===== config.mk =====
export PLATFORM = sky130hd
export DESIGN_NAME = tmr_top
export DESIGN_NICKNAME = d
export VERILOG_FILES = /design/src/tmr_pkg.sv /design/src/tmr_cap_if.sv /design/src/tmr_top.sv /design/src/tmr_capture_cond.sv
export SDC_FILE = /design/constraint.sdc
export NUM_CORES = 1
export LEC_CHECK = 0
export ABC_AREA = 0
export BUFFER_PORTS_ARGS = -buffer_cell sky130_fd_sc_hd__buf_2
export CAP_MARGIN = 20
export CORE_MARGIN = 2
export CORE_UTILIZATION = 60
export CTS_BUF_LIST = sky130_fd_sc_hd__clkbuf_4
export DETAILED_ROUTE_END_ITERATION = 12
export GPL_TIMING_DRIVEN = 0
export PLACE_DENSITY = 0.88
export SYNTH_ARGS = -nofsm -noshare
export SYNTH_HDL_FRONTEND = slang
export SYNTH_SLANG_ARGS = --single-unit

===== constraint.sdc =====
create_clock -name aclk -period 3.8 [get_ports aclk]
set_input_delay 0.38 -clock aclk [delete_from_list [all_inputs] [get_ports aclk]]
set_output_delay 0.38 -clock aclk [all_outputs]
set_load 0.005 [all_outputs]

===== src/tmr_pkg.sv =====
// Package for the 16-bit capture timer slice: register map, fields, reset values, timing
// Assumes AXI4-Lite register access with 32-bit data, one aligned word per register
package tmr_pkg;
  // Printed offsets are not all multiples of four: they are register indices
  localparam logic [7:0] IDX_CLK_CTRL = 8'h91;
  localparam logic [7:0] IDX_FORCE_CTRL = 8'h92;
  localparam logic [7:0] IDX_CNT_LO = 8'h94;
  localparam logic [7:0] IDX_CNT_HI = 8'h95;
  localparam logic [7:0] IDX_CAP_LO = 8'h96;
  localparam logic [7:0] IDX_CAP_HI = 8'h97;
  localparam logic [7:0] IDX_CMPA_LO = 8'h98;
  localparam logic [7:0] IDX_CMPA_HI = 8'h99;
  localparam logic [7:0] IDX_WAVE_CTRL = 8'ha0;
  localparam logic [7:0] IDX_IRQ_STATUS = 8'ha1;
  localparam logic [7:0] IDX_IRQ_MASK = 8'ha2;
  localparam int ADDR_W = 10;
  localparam int ADDR_LSB = 2;
  // capture_clock_ctrl fields
  localparam int FLT_EN_BIT = 7;
  localparam int EDGE_SEL_BIT = 6;
  localparam int WAVE3_BIT = 4;
  localparam int WAVE2_BIT = 3;
  localparam logic [7:0] CLK_CTRL_WMASK = 8'hdf;
  // force_compare_ctrl fields
  localparam int FORCE_A_BIT = 7;
  localparam int FORCE_B_BIT = 6;
  // wave_ctrl: [1:0] low mode bits, [3:2] mode A, [5:4] mode B, [6] comparator capture source
  localparam int CMP_SRC_BIT = 6;
  localparam logic [7:0] WAVE_CTRL_WMASK = 8'h7f;
  // irq status/mask bits
  localparam int IRQ_CAP_BIT = 0;
  localparam int IRQ_MATCH_A_BIT = 1;
  localparam int IRQ_OVF_BIT = 2;
  localparam logic [2:0] IRQ_BITS_MASK = 3'h7;
  localparam logic [7:0] RESET_8 = 8'h00;
  localparam logic [15:0] RESET_16 = 16'h0000;
  localparam logic [15:0] MAX_16 = 16'hffff;
  // Clock select codes
  localparam logic [2:0] CS_STOP = 3'h0;
  localparam logic [2:0] CS_DIV1 = 3'h1;
  localparam logic [2:0] CS_DIV8 = 3'h2;
  localparam logic [2:0] CS_DIV64 = 3'h3;
  localparam logic [2:0] CS_DIV256 = 3'h4;
  localparam logic [2:0] CS_DIV1024 = 3'h5;
  localparam logic [2:0] CS_EXT_FALL = 3'h6;
  localparam logic [2:0] CS_EXT_RISE = 3'h7;
  localparam int PRESC_W = 10;
  localparam int FILTER_SAMPLES = 4;
  // Waveform modes that matter here
  localparam logic [3:0] WM_NORMAL = 4'h0;
  localparam logic [3:0] WM_CTC_A = 4'h4;
  localparam logic [3:0] WM_PFC_CAP = 4'h8;
  localparam logic [3:0] WM_PC_CAP = 4'ha;
  localparam logic [3:0] WM_CTC_CAP = 4'hc;
  localparam logic [3:0] WM_FAST_CAP = 4'he;
  localparam logic [1:0] AXI_OKAY = 2'h0;
  localparam logic [1:0] AXI_SLVERR = 2'h2;
endpackage : tmr_pkg


===== src/tmr_cap_if.sv =====
// Interface between the timer core and the capture input conditioner
// Assumes both ends share aclk
`timescale 1ns/10ps
interface tmr_cap_if;
  logic filter_en;
  logic edge_sel;
  logic src_sel;
  logic capture_en;
  logic event_pulse;
  modport core (output filter_en, output edge_sel, output src_sel, output capture_en, input event_pulse);
  modport cond (input filter_en, input edge_sel, input src_sel, input capture_en, output event_pulse);
endinterface : tmr_cap_if


===== src/tmr_top.sv =====
// Top of the 16-bit timer slice with capture, forced compare and AXI4-Lite registers
// Assumes pins synchronous to aclk; one read and one write in flight at most
//
// Added by the designer: the AXI4-Lite interface to the registers.
`timescale 1ns/10ps
module tmr_top #(
  parameter int CNT_W = 16
) (
  // Clock, reset, enable
  input wire logic aclk,
  input wire logic aresetn,
  input wire logic clk_en,
  // AXI4-Lite write
  input wire logic [tmr_pkg::ADDR_W-1:0] s_axi_awaddr,
  input wire logic s_axi_awvalid,
  output logic s_axi_awready,
  input wire logic [31:0] s_axi_wdata,
  input wire logic [3:0] s_axi_wstrb,
  input wire logic s_axi_wvalid,
  output logic s_axi_wready,
  output logic [1:0] s_axi_bresp,
  output logic s_axi_bvalid,
  input wire logic s_axi_bready,
  // AXI4-Lite read
  input wire logic [tmr_pkg::ADDR_W-1:0] s_axi_araddr,
  input wire logic s_axi_arvalid,
  output logic s_axi_arready,
  output logic [31:0] s_axi_rdata,
  output logic [1:0] s_axi_rresp,
  output logic s_axi_rvalid,
  input wire logic s_axi_rready,
  // Pins
  input wire logic capture_pin,
  input wire logic comparator_out,
  input wire logic ext_clock_pin,
  // Outputs
  output logic wave_out_a,
  output logic wave_out_b,
  output logic irq
);
  typedef struct packed {
    logic [7:0] clk_ctrl;
    logic [7:0] wave_ctrl;
    logic [CNT_W-1:0] counter_value;
    logic [CNT_W-1:0] capture_value;
    logic [CNT_W-1:0] compare_a_value;
    logic [7:0] temp_hi;
    logic [tmr_pkg::PRESC_W-1:0] presc;
    logic ext_prev;
    logic block_match;
    logic [2:0] status;
    logic [2:0] mask;
    logic out_a;
    logic out_b;
    logic irq;
    logic aw_got;
    logic [tmr_pkg::ADDR_W-1:0] aw_addr;
    logic w_got;
    logic [7:0] w_data;
    logic w_strb0;
    logic bvalid;
    logic [1:0] bresp;
    logic rvalid;
    logic [31:0] rdata;
    logic [1:0] rresp;
  } tmr_state_s;

  tmr_state_s st_reg;
  tmr_state_s st_next;
  tmr_cap_if cap ();

  tmr_capture_cond u_cond (
    .aclk(aclk),
    .aresetn(aresetn),
    .clk_en(clk_en),
    .capture_pin(capture_pin),
    .comparator_out(comparator_out),
    .cap(cap)
  );

  logic [3:0] wmode;
  logic cap_is_top;
  logic pwm_mode;
  logic tick;
  logic [CNT_W-1:0] top_val;
  logic match_a;
  logic wr_fire;
  logic [7:0] widx;
  logic [7:0] ridx;
  logic [7:0] rbyte;
  logic rok;
  logic wok;

  assign wmode = {st_reg.clk_ctrl[tmr_pkg::WAVE3_BIT], st_reg.clk_ctrl[tmr_pkg::WAVE2_BIT], st_reg.wave_ctrl[1:0]};
  assign cap_is_top = (wmode == tmr_pkg::WM_PFC_CAP) || (wmode == tmr_pkg::WM_PC_CAP) ||
                      (wmode == tmr_pkg::WM_CTC_CAP) || (wmode == tmr_pkg::WM_FAST_CAP);
  assign pwm_mode = !((wmode == tmr_pkg::WM_NORMAL) || (wmode == tmr_pkg::WM_CTC_A) || (wmode == tmr_pkg::WM_CTC_CAP));
  assign cap.filter_en = st_reg.clk_ctrl[tmr_pkg::FLT_EN_BIT];
  assign cap.edge_sel = st_reg.clk_ctrl[tmr_pkg::EDGE_SEL_BIT];
  assign cap.src_sel = st_reg.wave_ctrl[tmr_pkg::CMP_SRC_BIT];
  assign cap.capture_en = !cap_is_top;

  always_comb begin
    tick = 1'b0;
    case (st_reg.clk_ctrl[2:0])
      tmr_pkg::CS_STOP: tick = 1'b0;
      tmr_pkg::CS_DIV1: tick = 1'b1;
      tmr_pkg::CS_DIV8: tick = &st_reg.presc[2:0];
      tmr_pkg::CS_DIV64: tick = &st_reg.presc[5:0];
      tmr_pkg::CS_DIV256: tick = &st_reg.presc[7:0];
      tmr_pkg::CS_DIV1024: tick = &st_reg.presc[9:0];
      tmr_pkg::CS_EXT_FALL: tick = st_reg.ext_prev & ~ext_clock_pin;
      tmr_pkg::CS_EXT_RISE: tick = ~st_reg.ext_prev & ext_clock_pin;
      default: tick = 1'b0;
    endcase
    top_val = tmr_pkg::MAX_16[CNT_W-1:0];
    if (wmode == tmr_pkg::WM_CTC_A) begin
      top_val = st_reg.compare_a_value;
    end else if (wmode == tmr_pkg::WM_CTC_CAP) begin
      top_val = st_reg.capture_value;
    end
  end

  assign match_a = tick && !st_reg.block_match && (st_reg.counter_value == st_reg.compare_a_value);

  // Compare output action for a match: [1:0] mode 01 toggle, 10 clear, 11 set
  function automatic logic wave_act(input logic [1:0] com, input logic cur);
    case (com)
      2'h1: wave_act = ~cur;
      2'h2: wave_act = 1'b0;
      2'h3: wave_act = 1'b1;
      default: wave_act = cur;
    endcase
  endfunction : wave_act

  always_comb begin
    st_next = st_reg;
    wr_fire = 1'b0;
    widx = st_reg.aw_addr[tmr_pkg::ADDR_W-1:tmr_pkg::ADDR_LSB];
    ridx = s_axi_araddr[tmr_pkg::ADDR_W-1:tmr_pkg::ADDR_LSB];
    rbyte = tmr_pkg::RESET_8;
    rok = 1'b1;
    wok = 1'b1;
    st_next.presc = st_reg.presc + 1'b1;
    st_next.ext_prev = ext_clock_pin;
    if (tick) begin
      st_next.block_match = 1'b0;
      if (st_reg.counter_value == top_val) begin
        st_next.counter_value = '0;
        if (top_val == tmr_pkg::MAX_16[CNT_W-1:0]) begin
          st_next.status[tmr_pkg::IRQ_OVF_BIT] = 1'b1;
        end
      end else begin
        st_next.counter_value = st_reg.counter_value + 1'b1;
      end
    end
    if (match_a) begin
      st_next.status[tmr_pkg::IRQ_MATCH_A_BIT] = 1'b1;
      st_next.out_a = wave_act(st_reg.wave_ctrl[3:2], st_reg.out_a);
    end
    // AXI write channel capture
    if (s_axi_awvalid && !st_reg.aw_got) begin
      st_next.aw_got = 1'b1;
      st_next.aw_addr = s_axi_awaddr;
    end
    if (s_axi_wvalid && !st_reg.w_got) begin
      st_next.w_got = 1'b1;
      st_next.w_data = s_axi_wdata[7:0];
      st_next.w_strb0 = s_axi_wstrb[0];
    end
    if (st_reg.aw_got && st_reg.w_got && !st_reg.bvalid) begin
      wr_fire = st_reg.w_strb0;
      st_next.aw_got = 1'b0;
      st_next.w_got = 1'b0;
      st_next.bvalid = 1'b1;
      case (widx)
        tmr_pkg::IDX_CLK_CTRL, tmr_pkg::IDX_FORCE_CTRL, tmr_pkg::IDX_CNT_LO, tmr_pkg::IDX_CNT_HI,
        tmr_pkg::IDX_CAP_LO, tmr_pkg::IDX_CAP_HI, tmr_pkg::IDX_CMPA_LO, tmr_pkg::IDX_CMPA_HI,
        tmr_pkg::IDX_WAVE_CTRL, tmr_pkg::IDX_IRQ_STATUS, tmr_pkg::IDX_IRQ_MASK: wok = 1'b1;
        default: wok = 1'b0;
      endcase
      st_next.bresp = wok ? tmr_pkg::AXI_OKAY : tmr_pkg::AXI_SLVERR;
    end
    if (st_reg.bvalid && s_axi_bready) begin
      st_next.bvalid = 1'b0;
    end
    if (wr_fire) begin
      case (widx)
        tmr_pkg::IDX_CLK_CTRL: st_next.clk_ctrl = st_reg.w_data & tmr_pkg::CLK_CTRL_WMASK;
        tmr_pkg::IDX_WAVE_CTRL: st_next.wave_ctrl = st_reg.w_data & tmr_pkg::WAVE_CTRL_WMASK;
        tmr_pkg::IDX_IRQ_MASK: st_next.mask = st_reg.w_data[2:0] & tmr_pkg::IRQ_BITS_MASK;
        tmr_pkg::IDX_FORCE_CTRL: begin
          // Forced match moves only the outputs: no flag, no clear
          if (!pwm_mode) begin
            if (st_reg.w_data[tmr_pkg::FORCE_A_BIT]) begin
              st_next.out_a = wave_act(st_reg.wave_ctrl[3:2], st_reg.out_a);
            end
            if (st_reg.w_data[tmr_pkg::FORCE_B_BIT]) begin
              st_next.out_b = wave_act(st_reg.wave_ctrl[5:4], st_reg.out_b);
            end
          end
        end
        tmr_pkg::IDX_CNT_HI, tmr_pkg::IDX_CAP_HI, tmr_pkg::IDX_CMPA_HI: st_next.temp_hi = st_reg.w_data;
        tmr_pkg::IDX_CNT_LO: begin
          st_next.counter_value = {st_reg.temp_hi, st_reg.w_data};
          st_next.block_match = 1'b1;
        end
        tmr_pkg::IDX_CAP_LO: st_next.capture_value = {st_reg.temp_hi, st_reg.w_data};
        tmr_pkg::IDX_CMPA_LO: st_next.compare_a_value = {st_reg.temp_hi, st_reg.w_data};
        default: st_next.temp_hi = st_reg.temp_hi;
      endcase
    end
    // Capture after register writes so the hardware event wins
    if (cap.event_pulse) begin
      st_next.capture_value = st_reg.counter_value;
    end
    // AXI read
    if (s_axi_arvalid && !st_reg.rvalid) begin
      case (ridx)
        tmr_pkg::IDX_CLK_CTRL: rbyte = st_reg.clk_ctrl;
        tmr_pkg::IDX_FORCE_CTRL: rbyte = tmr_pkg::RESET_8;
        tmr_pkg::IDX_CNT_LO: begin
          rbyte = st_reg.counter_value[7:0];
          st_next.temp_hi = st_reg.counter_value[15:8];
        end
        tmr_pkg::IDX_CAP_LO: begin
          rbyte = st_reg.capture_value[7:0];
          st_next.temp_hi = st_reg.capture_value[15:8];
        end
        tmr_pkg::IDX_CMPA_LO: rbyte = st_reg.compare_a_value[7:0];
        tmr_pkg::IDX_CMPA_HI: rbyte = st_reg.compare_a_value[15:8];
        tmr_pkg::IDX_CNT_HI, tmr_pkg::IDX_CAP_HI: rbyte = st_reg.temp_hi;
        tmr_pkg::IDX_WAVE_CTRL: rbyte = st_reg.wave_ctrl;
        tmr_pkg::IDX_IRQ_STATUS: begin
          rbyte = {5'h00, st_reg.status};
          st_next.status = '0;
        end
        tmr_pkg::IDX_IRQ_MASK: rbyte = {5'h00, st_reg.mask};
        default: rok = 1'b0;
      endcase
      st_next.rvalid = 1'b1;
      st_next.rdata = {24'h000000, rbyte};
      st_next.rresp = rok ? tmr_pkg::AXI_OKAY : tmr_pkg::AXI_SLVERR;
    end
    if (st_reg.rvalid && s_axi_rready) begin
      st_next.rvalid = 1'b0;
    end
    // Events set over the read clear
    if (match_a) begin
      st_next.status[tmr_pkg::IRQ_MATCH_A_BIT] = 1'b1;
    end
    if (tick && (st_reg.counter_value == top_val) && (top_val == tmr_pkg::MAX_16[CNT_W-1:0])) begin
      st_next.status[tmr_pkg::IRQ_OVF_BIT] = 1'b1;
    end
    if (cap.event_pulse) begin
      st_next.status[tmr_pkg::IRQ_CAP_BIT] = 1'b1;
    end
    st_next.irq = |(st_next.status & st_next.mask);
  end

  always_ff @(posedge aclk) begin
    if (!aresetn) begin
      st_reg <= '0;
    end else if (clk_en) begin
      st_reg <= st_next;
    end
  end

  assign s_axi_awready = !st_reg.aw_got;
  assign s_axi_wready = !st_reg.w_got;
  assign s_axi_bvalid = st_reg.bvalid;
  assign s_axi_bresp = st_reg.bresp;
  assign s_axi_arready = !st_reg.rvalid;
  assign s_axi_rvalid = st_reg.rvalid;
  assign s_axi_rdata = st_reg.rdata;
  assign s_axi_rresp = st_reg.rresp;
  assign wave_out_a = st_reg.out_a;
  assign wave_out_b = st_reg.out_b;
  assign irq = st_reg.irq;
endmodule : tmr_top


===== src/tmr_capture_cond.sv =====
// Capture input conditioner: optional four-sample filter and edge detection
// Assumes capture_pin and comparator input synchronous to aclk
`timescale 1ns/10ps
module tmr_capture_cond (
  // Clock and reset
  input wire logic aclk,
  input wire logic aresetn,
  input wire logic clk_en,
  // Raw inputs
  input wire logic capture_pin,
  input wire logic comparator_out,
  // Core side
  tmr_cap_if.cond cap
);
  typedef struct packed {
    logic [tmr_pkg::FILTER_SAMPLES-1:0] hist;
    logic filt;
    logic prev;
    logic evt;
  } tmr_cond_s;
  tmr_cond_s st_reg;
  tmr_cond_s st_next;
  logic raw;
  logic cur;

  always_comb begin
    st_next = st_reg;
    raw = cap.src_sel ? comparator_out : capture_pin;
    st_next.hist = {st_reg.hist[tmr_pkg::FILTER_SAMPLES-2:0], raw};
    // Output changes only once the last four samples all agree
    if (&st_next.hist) begin
      st_next.filt = 1'b1;
    end else if (~|st_next.hist) begin
      st_next.filt = 1'b0;
    end
    cur = cap.filter_en ? st_next.filt : raw;
    st_next.prev = cur;
    st_next.evt = cap.capture_en & (cap.edge_sel ? (cur & ~st_reg.prev) : (~cur & st_reg.prev));
  end

  always_ff @(posedge aclk) begin
    if (!aresetn) begin
      st_reg <= '0;
    end else if (clk_en) begin
      st_reg <= st_next;
    end
  end

  assign cap.event_pulse = st_reg.evt & clk_en;
endmodule : tmr_capture_cond


==> impl_metrics.py <==
metrics = {
    "global_routing": {
        "grt-busiest-layer": "met2",
        "use_met3_pct": 9.50,
        "grt_pass1_vias": 6942,
        "grt_pass1_wl_um": 37200,
        "overflow": 0,
        "grt_max_degree": 17,
        "use_met2_pct": 56.4,
        "grtUsageMet1_pct": 45.3,
        "grt_use_total_pct": 36.7,
        "grt_antenna_before_repair": 1,
    },
    "worst_setup_path": {
        "cp_max_fo": 8,
        "endpoint_kind": "flop",
        "cp_num_buf_inv": 0,
        "rrSetupSlack_ps": 640,
        "start_kind": "flop",
        "critPathSlowestCell": "nor3_1",
        "worstSetupPathType": "flop to flop",
        "max_stage_delay_ps": 930,
        "worstPathArrival_ps": 3650,
        "crit_required_ps": 4290,
        "crit_family": "simple AND/OR/NAND/NOR gates",
        "crit_path_cell_trace": "ha_1 > nand3_1 > o211a_1 > nor3_1 > nor2_1 > or3_1 > o311ai_1",
    },
    "logic_synthesis": {
        "yosys_warnings": 0,
        "synth_area_um2": 7590,
        "ys_ff_latch": 128,
        "synth_top_area_share_pct": 33.7,
        "yosysMostFrequentCell": "dfxtp_1",
        "yosysSeqAreaShare_pct": 33.7,
        "syn_inst": 921,
        "yosys.cell_types.count": 76,
        "yosys-top-cells-count": "128 x dfxtp_1, 127 x nor2_1, 95 x mux2i_1",
        "ys.flop_type": "dfxtp_1",
        "synth_area_leaders": "dfxtp_1 34%, mux2i_1 13%, nor2_1 6.3%",
        "async_reset_ff_share_pct": 0,
        "yosys.area.top_type": "dfxtp_1",
        "syn_area_per_cell_um2": 8.24,
        "synth-edff-count": 0,
    },
    "final_layout": {
        "nets": 1090,
        "layout-drive-gt1-share_pct": 14.1,
        "largest_reg_flops": 104,
        "fin_area_um2": 8440,
        "area_growth_pct": 11.2,
        "final_cell_count_no_fill": 1205,
        "utilization_pct": 67.7,
    },
    "outcome": {
        "status": "finished, final reports clean",
    },
    "timing": {
        "clock_skew_ps": 21.6,
        "rsz0062_at_grt": "no",
        "final.setup.tns_ps": 0,
        "fin_ws_ps": 640,
        "finalSetupViolCount": 0,
        "finalHoldViolCount": 0,
        "maxSlewHeadroom_pct": 20.2,
        "tightest_slew_ps": 1190,
        "worst_hold_slack_ps": 32.2,
        "fmaxAchievable_mhz": 316,
        "period_share_pct": 83.2,
        "min_period_ps": 3160,
        "maxSlewViolCount": 0,
    },
    "floorplanning": {
        "coreArea_um2": 12500,
        "num_io_pins": 111,
        "num_rows": 41,
        "die_height_um": 117,
        "die-area_um2": 13600,
        "dieWidth_um": 117,
        "initial_core_util_pct": 60.9,
    },
    "pwr": {
        "power_density_nw_per_um2": 297,
        "vdd_drop_max_v": 0.000292,
        "p_leak_nw": 3.30,
        "power_mw": 2.51,
    },
    "min_path": {
        "hold_path.class": "input port to flop",
    },
    "drt": {
        "wl_per_cell_um": 19.9,
        "wl_um": 23900,
        "first_pass_iters": 8,
        "drtAntennaViolNets": 0,
        "vias": 7619,
        "drt-initial-drc-count": 1105,
        "drcViolationCount": 0,
        "viasPerCell": 6.32,
    },
    "placement": {
        "dpl_cell_area_um2": 8160,
        "gp_congestion": 1.01,
        "dp_slack_ps": 834,
        "dp_hpwl_um": 17300,
        "port_buffers": 51,
        "dp_cells": 1169,
    },
    "clock_network": {
        "clock_path_buffers": 2,
        "cts_buffers": 17,
        "clock_latency_ps": 580,
        "clkSinkCount": 128,
        "tritoncts": "yes",
        "root_buffer": "clkbuf_4",
        "ctsHtreeMaxLevel": 4,
        "cts_setup_buffers": 0,
        "hold_buffers": 0,
        "cts_resized": 0,
        "clk_pin_slew_ps": 120,
    },
    "job": {
        "max_cap_violations": 0,
    },
}
==> placed cells by master, fill, tap and decap left out, types with 17 or more instances in the layout <==
| cell type | synthesis | layout |
|---|---|---|
| dfxtp_1 | 128 | 128 |
| nor2_1 | 127 | 127 |
| mux2i_1 | 95 | 95 |
| nand2_1 | 60 | 60 |
| buf_2 | 5 | 57 |
| clkbuf_1 | 54 | 54 |
| a21oi_1 | 51 | 51 |
| buf_4 | 38 | 39 |
| nand3_1 | 27 | 27 |
| conb_1 | 1 | 26 |
| xnor2_1 | 24 | 24 |
| o21ai_0 | 22 | 22 |
| a211oi_1 | 19 | 19 |
| nand4_1 | 19 | 19 |
| clkbuf_4 | 0 | 19 |
| a22oi_1 | 17 | 17 |
==> report_power, final <==
group	leakage (nW)	switching [mW]	internal, mW
clock	0.143	0.518	0.393
combinational	2.12	0.134	0.0802
sequential	1.04	0.0243	1.36
total	3.30	0.676	1.84
==> area by class of cell <==
class,instances,area (um^2)
Fill cell,1045,4020
Clock inverter,12,119
Tap cell,172,215
Sequential cell,128,2560
Multi-Input combinational cell,697,4510
Clock buffer,19,143
Timing Repair Buffer,55,278
Antenna cell,1,2.50
Inverter,15,56.3
Buffer,106,554
==> worst paths after layout <==
kind / from / cells past startpoint / to
min: s_axi_wdata[5] / 3 / st_reg[44]
min reg2reg: s_axi_rdata[2] / 2 / s_axi_rdata[2]
max: st_reg[70] / 7 / st_reg[131]
max reg2reg: st_reg[70] / 7 / st_reg[131]
==> kinds of logic after synthesis <==
logic type                 count (synthesis)  share of synthesized area, %
AOI/OAI and AO/OA                        192                          17.5
and+or+nand+nor                          342                          22.9
other                                      1                        0.0494
muxes                                    100                          13.3
buffers and inverters                    121                          8.04
DFF                                      128                          33.7
adders and majority gates                  3                         0.494
xor gates and xnor gates                  34                          3.92
==> worst register-to-register path, cell delays in order, from the launching register on <==
cell	delay, ps
dfxtp_1	380
ha_1	210
nand3_1	140
o211a_1	230
nor3_1	930
nor2_1	420
or3_1	500
o311ai_1	270
==> metal layers <==
metal | wire length, um | vias to the layer above
met1 | 8980 | 3462
met4 | 1810 | 0
met2 | 10200 | 532
met3 | 2910 | 149
li1 | - | 3476
met5 | 0 | -
Note: power is estimated with default switching activity, not from simulation.
